### src/rtl/sfrpg_pkg.sv
package sfrpg_pkg;
   localparam logic [7:0] SFRPG_ADDR_CONTROL = 8'h96;
   localparam logic [7:0] SFRPG_ADDR_ACTIVE  = 8'h84;
   localparam logic [7:0] SFRPG_ADDR_MIDDLE  = 8'h85;
   localparam logic [7:0] SFRPG_ADDR_BOTTOM  = 8'h86;
   localparam int         SFRPG_EN_BIT       = 0;
   localparam logic [7:0] SFRPG_CONTROL_RST  = 8'h01;
   localparam logic [7:0] SFRPG_PAGE_RST     = 8'h00;
   localparam logic [7:0] SFRPG_EMPTY_PAGE   = 8'h00;
   localparam logic [7:0] SFRPG_PORT0        = 8'h80;
   localparam logic [7:0] SFRPG_PORT1        = 8'h90;
   localparam logic [7:0] SFRPG_PORT2        = 8'hA0;
   localparam logic [7:0] SFRPG_PORT3        = 8'hB0;

   // one direct access from the core
   typedef struct packed {
      logic       wr;
      logic       rd;
      logic [7:0] addr;
      logic [7:0] wdata;
   } sfrpg_acc_t;

   // interrupt sequencer events
   typedef struct packed {
      logic       entry;
      logic [7:0] src_page;
      logic       ret;
   } sfrpg_irq_t;
endpackage : sfrpg_pkg

### src/rtl/sfrpg_stack.sv
`timescale 1ns/10ps
module sfrpg_stack
   import sfrpg_pkg::*;
#(
   parameter int N_ALL_PAGE = 4
) (
   // clock and reset
   input  wire logic             clock,
   input  wire logic             nrst,
   // core direct-address access
   input  wire sfrpg_acc_t       acc,
   input  wire logic [7:0]       all_page_addr [N_ALL_PAGE],
   // interrupt sequencer
   input  wire sfrpg_irq_t       irq,
   // outputs
   output logic [7:0]            rdata,
   output logic                  rvalid,
   output logic [7:0]            active_page_reg,
   output logic [7:0]            page_stack_middle,
   output logic [7:0]            page_stack_bottom,
   output logic [7:0]            paging_control_reg,
   output logic [7:0]            sel_page,
   output logic                  sel_all_page,
   output logic                  sel_paged
);
   // the stack is three bytes deep: active on top, then middle, then bottom.
   // the core sequencer is trusted to raise entry only when it vectors and
   // ret only when the return instruction retires; nothing else moves it.

   // which block register a direct address names
   typedef enum logic [2:0] {
      SEL_NONE,
      SEL_ACTIVE,
      SEL_MIDDLE,
      SEL_BOTTOM,
      SEL_CONTROL
   } sfrpg_reg_sel_t;

   // address matches one of the all-page register addresses
   function automatic logic is_all_page(input logic [7:0] a,
                                        input logic [7:0] lst [N_ALL_PAGE]);
      logic hit;
      hit = 1'b0;
      for (int i = 0; i < N_ALL_PAGE; i++) begin
         if (a == lst[i]) hit = 1'b1;
      end
      return hit;
   endfunction : is_all_page

   // address to block register; unmatched addresses belong to other blocks
   function automatic sfrpg_reg_sel_t decode_reg(input logic [7:0] a);
      sfrpg_reg_sel_t sel;
      sel = SEL_NONE;
      if (a == SFRPG_ADDR_ACTIVE) begin
         sel = SEL_ACTIVE;
      end else if (a == SFRPG_ADDR_MIDDLE) begin
         sel = SEL_MIDDLE;
      end else if (a == SFRPG_ADDR_BOTTOM) begin
         sel = SEL_BOTTOM;
      end else if (a == SFRPG_ADDR_CONTROL) begin
         sel = SEL_CONTROL;
      end
      return sel;
   endfunction : decode_reg

   // stack group state and next values
   logic [7:0]     next_active;
   logic [7:0]     next_middle;
   logic [7:0]     next_bottom;
   logic           next_bottom_valid;
   logic           bottom_valid;          // a saved page sits at the bottom
   // control group next value
   logic [7:0]     next_control;
   // read and select group next values
   logic [7:0]     next_rdata;
   logic           next_rvalid;
   logic [7:0]     next_sel_page;
   logic           next_sel_all;
   logic           next_sel_paged;
   // qualified events and decoded store target
   logic           auto_paging_enable;
   logic           do_push;
   logic           do_pop;
   sfrpg_reg_sel_t wr_sel;

   // enable bit straight from the control register
   assign auto_paging_enable = paging_control_reg[SFRPG_EN_BIT];

   // entry wins over a return in the same cycle; both are dead when disabled
   assign do_push = auto_paging_enable & irq.entry;
   assign do_pop  = auto_paging_enable & irq.ret & ~irq.entry;

   // only a write selects a store target, so reads never disturb the stack
   assign wr_sel = acc.wr ? decode_reg(acc.addr) : SEL_NONE;

   // stack next state; a hardware move beats a software store in one cycle
   always_comb begin
      next_active       = active_page_reg;
      next_middle       = page_stack_middle;
      next_bottom       = page_stack_bottom;
      next_bottom_valid = bottom_valid;
      if (do_push) begin
         // bottom loses whatever it held, a software value included
         next_bottom       = page_stack_middle;
         next_bottom_valid = 1'b1;
         next_middle       = active_page_reg;
         next_active       = irq.src_page;
      end else if (do_pop) begin
         // an empty bottom shows up as page zero in the middle
         next_active       = page_stack_middle;
         next_middle       = bottom_valid ? page_stack_bottom : SFRPG_EMPTY_PAGE;
         next_bottom_valid = 1'b0;
      end else begin
         // plain stores, no stack motion
         case (wr_sel)
            SEL_ACTIVE: begin
               next_active = acc.wdata;
            end
            SEL_MIDDLE: begin
               next_middle = acc.wdata;
            end
            SEL_BOTTOM: begin
               next_bottom       = acc.wdata;
               next_bottom_valid = 1'b1;
            end
            default: begin
               next_bottom_valid = bottom_valid;
            end
         endcase
      end
   end

   // control next state; reserved bits are never stored so they read zero
   always_comb begin
      next_control = paging_control_reg;
      if (wr_sel == SEL_CONTROL) begin
         next_control = {7'h00, acc.wdata[SFRPG_EN_BIT]};
      end
   end

   // read and select path; the page handed out is the one before this edge,
   // so a page write counts from the following access on
   always_comb begin
      next_rdata     = 8'h00;
      next_rvalid    = acc.rd;
      next_sel_all   = is_all_page(acc.addr, all_page_addr);
      next_sel_paged = (acc.rd | acc.wr) & ~next_sel_all;
      next_sel_page  = active_page_reg;
      case (decode_reg(acc.addr))
         SEL_ACTIVE: begin
            next_rdata = active_page_reg;
         end
         SEL_MIDDLE: begin
            next_rdata = page_stack_middle;
         end
         SEL_BOTTOM: begin
            next_rdata = page_stack_bottom;
         end
         SEL_CONTROL: begin
            next_rdata = paging_control_reg;
         end
         default: begin
            next_rdata = 8'h00;
         end
      endcase
   end

   // stack registers
   always_ff @(posedge clock or negedge nrst) begin
      if (!nrst) begin
         active_page_reg   <= SFRPG_PAGE_RST;
         page_stack_middle <= SFRPG_PAGE_RST;
         page_stack_bottom <= SFRPG_PAGE_RST;
         bottom_valid      <= 1'b0;
      end else begin
         active_page_reg   <= next_active;
         page_stack_middle <= next_middle;
         page_stack_bottom <= next_bottom;
         bottom_valid      <= next_bottom_valid;
      end
   end

   // control register, enabled out of reset
   always_ff @(posedge clock or negedge nrst) begin
      if (!nrst) begin
         paging_control_reg <= SFRPG_CONTROL_RST;
      end else begin
         paging_control_reg <= next_control;
      end
   end

   // read data and select outputs, each a one-cycle registered answer
   always_ff @(posedge clock or negedge nrst) begin
      if (!nrst) begin
         rdata        <= 8'h00;
         rvalid       <= 1'b0;
         sel_page     <= SFRPG_PAGE_RST;
         sel_all_page <= 1'b0;
         sel_paged    <= 1'b0;
      end else begin
         rdata        <= next_rdata;
         rvalid       <= next_rvalid;
         sel_page     <= next_sel_page;
         sel_all_page <= next_sel_all;
         sel_paged    <= next_sel_paged;
      end
   end
endmodule : sfrpg_stack

### config.mk
export PLATFORM = sky130hd
export DESIGN_NAME = sfrpg_stack
export DESIGN_NICKNAME = d
export VERILOG_FILES = /design/src/rtl/sfrpg_pkg.sv /design/src/rtl/sfrpg_stack.sv
export SDC_FILE = /design/constraint.sdc
export NUM_CORES = 1
export LEC_CHECK = 0
export BUFFER_PORTS_ARGS = -buffer_cell sky130_fd_sc_hd__buf_2
export CORE_UTILIZATION = 40
export DETAILED_ROUTE_END_ITERATION = 12
export PLACE_DENSITY = 0.67
export SLEW_MARGIN = 5
export SYNTH_ARGS = -nofsm -noshare
export SYNTH_HDL_FRONTEND = slang
export SYNTH_SLANG_ARGS = --single-unit
### constraint.sdc
create_clock -name clock -period 3 [get_ports clock]
set_clock_uncertainty 0.2 [all_clocks]
set_input_delay 0.6 -clock clock [delete_from_list [all_inputs] [get_ports clock]]
set_output_delay 0.6 -clock clock [all_outputs]
set_load 0.01 [all_outputs]
==> results.toml <==
[clocking]
clkTransAtPathRegs_ps = 80
htree_levels = 2
clk_latency_ps = 300
cts_buffers = 5
cts_tree = "yes"
post_cts_resized = 0
post-cts-setup-buffer-count = 0
cts.sinks = 45
cts_hold_buf = 0
clockRootBuffer = "clkbuf_8"
clock_path_buffers = 2

[timing]
fin_crit_sh_pct = 75.24
fin_tns_setup_ps = 0
final_hold_viol_count = 0
setup_viol = 0
grt_setup_unrepaired = "false"
worst_pin_slew_ps = 621.5
clock.fmax_mhz = 443.0
max-slew-margin-rel_pct = 58.43
timing.final.crit_period_ps = 2257
slew_violations = 0

[worst_setup_path]
cp.required_ps = 2980
cp_cell_sequence = "o21a_1 -> a41oi_4 -> o41ai_1"
path_max_fanout = 16
path_class = "reg2reg"
path_buf_inv = 0
cp_slowest_cell = "dfstp_2"
cp-end-kind = "flop"
cp_slowest_stage_delay_ps = 720
crit_path_start_kind = "flop"
crit_family = "compound AO/OA/AOI/OAI gates"
arrival_ps = 2230

[power_and_ir_drop]
max-vdd-ir-drop_uv = 356.6
switching_share_pct = 35.22
clkPwrFrac_pct = 23.5
power.total_w = 0.001967
seq_power_share_pct = 48.5
p_switching_w = 0.0006926
power.density_nw_per_um2 = 613.5
p_leak_nw = 1.728
p_int_w = 0.001274
combPwrFrac_pct = 28.0

[synthesis]
ys_seq_area_share_pct = 43.57
synth_edf_count = 0
ys_ff_latch = 45
synthDistinctLibCells = 38
synthAdderAreaFrac_pct = 0
synth_top_cells_by_area = "dfrtp_1 43%, xor2_1 11%, nor2_1 3.9%"
synth_top_area_cell = "dfrtp_1"
yosys.area.top_type_share_pct = 42.55
async_reset_ff_share_pct = 100.0
synth_top_flop_cell = "dfrtp_1"
syn_avg_cell_area_sq_um = 9.838
synthXorXnorAreaFrac_pct = 10.83
muxShareOfSynthArea_pct = 3.917
synthCells = 263
synth_top_family_by_area = "compound AO/OA/AOI/OAI gates"
synth_compound_area_share_pct = 17.36
yosysWarnings = 0
synthSimpleGateAreaFrac_pct = 16.05
syn_area_sq_um = 2587

[detailed_routing]
wl_um = 6945
ant_nets = 0
viasPerCell = 5.419
routedWlPerCell_um = 16.00
via_count = 2352
first_pass_iters = 5
drt_iter0_drc = 177
drc = 0

[cells_and_area]
num-fill-cells = 585
fin_cells = 434
antenna_cells = 0
area_growth_pct = 23.89
final_cell_area_sq_um = 3206
layout-drive-gt1-share_pct = 36.77
final_common_cell = "buf_2"
mostFrequentLayoutCells = "105 x buf_2, 44 x dfrtp_1, 32 x xor2_1"
num-nets-final = 420

[floorplan]
start_util_pct = 42.45
core-area_sq_um = 6096
rows = 28
chipWidth_um = 82.43
io_pins = 113
die_area_sq_um = 6795
die_h_um = 82.43

[flow_run]
max-cap-violations = 0

[grt]
antenna_found_initial = 0
grt_pass1_wl_um = 11110
grtUsageTotal_pct = 21.96
grt_max_degree = 46
grt-ovfl-total = 0
first_global_vias = 2245

[place]
place_inst = 426
place.gp.congestion = 0.8202
post_dp_cell_area_sq_um = 3090
detailed_place_hpwl_um = 4969
io_buffers = 105

[min_path]
min_path_type = "in2async"

[status]
status = "finished, final reports clean"
## power by group through the flow
stage / clock network (W) / logic (W) / registers [W]
2_1_floorplan: 0 / 0.000242 / 0.000990
6_report: 0.000462 / 0.000551 / 0.000953
5_1_grt: 0.000499 / 0.000620 / 0.000987
3_3_place_gp: 0 / 0.000538 / 0.000958
4_1_cts: 0.000474 / 0.000558 / 0.000948
3_5_place_dp: 0 / 0.000557 / 0.000961
## cell type report
class	count	area (sq um)	share of cell area, %
clock buffer	5	68.82	2.147
inverter	7	26.28	0.8197
multi-input combinational	188	1272	39.70
clock inverter	3	46.29	1.444
sequential	45	1127	35.17
tap	75	93.84	2.927
timing repair buffer	111	570.5	17.80
## worst register-to-register path, delay by kind of cell, from the launching register on
kind,cells,cell delay (ps)
flip-flops,1,720
AO/OA/AOI/OAI,3,1230
## cell families (layout without fill, tap and decap cells)
group | Yosys count | in the layout
simple gates | 79 | 79
compound gates | 60 | 60
flops | 45 | 45
buf+inv | 36 | 126
xor+xnor | 32 | 32
mux | 10 | 10
other cells | 1 | 7
## per-stage QoR
step | hold WS [ps] | setup slack, ps | utilization (%)
6_report | 170.2 | 742.8 | 52.59
5_1_grt | 209.4 | 639.1 | 52.59
4_1_cts | 192.6 | 758.2 | 52.59
3_5_place_dp | 239.6 | 473.5 | 50.70
3_3_place_gp | 234.2 | 503.8 | 50.70
2_1_floorplan | 104.4 | 903.6 | -
## cell usage after synthesis, drive strengths merged (2+ instances only)
| library cell | instances |
|---|---|
| a21oi | 16 |
| and3 | 2 |
| nand3 | 3 |
| o21ai | 9 |
| nand2b | 8 |
| o221ai | 8 |
| o41ai | 8 |
| nor3b | 2 |
| dfrtp | 44 |
| nor4 | 8 |
| buf | 20 |
| inv | 7 |
| clkbuf | 9 |
| nand2 | 23 |
| mux2i | 9 |
| a222oi | 7 |
| xor2 | 32 |
| o22ai | 8 |
| nor2 | 27 |
## final timing paths
| kind | from | endpoint | slack, ps | depth (start not counted) |
|---|---|---|---|---|
| worst min-delay path | nrst | rdata[1]$_DFF_PN0_ | 170 | 2 |
| worst max-delay path | paging_control_reg[0]$_DFFE_PN1N_ | page_stack_middle[1]$_DFFE_PN0P_ | 740 | 3 |
| worst min register to register | active_page_reg[5]$_DFFE_PN0P_ | sel_page[5]$_DFF_PN0_ | 240 | 0 |
| worst max register to register | paging_control_reg[0]$_DFFE_PN1N_ | page_stack_middle[1]$_DFFE_PN0P_ | 740 | 3 |
| min in group clock | acc[16] | rvalid$_DFF_PN0_ | 220 | 1 |
| max in group asynchronous | nrst | rdata[6]$_DFF_PN0_ | 2040 | 2 |
## per-layer routing
metal / global-route usage [%] / wire length (um)
met5: 0 / 0
met1: 29.51 / 3053
met2: 36.69 / 3389
met3: 3.626 / 410
met4: 5.439 / 90
Power figures use the tool's default switching activity.
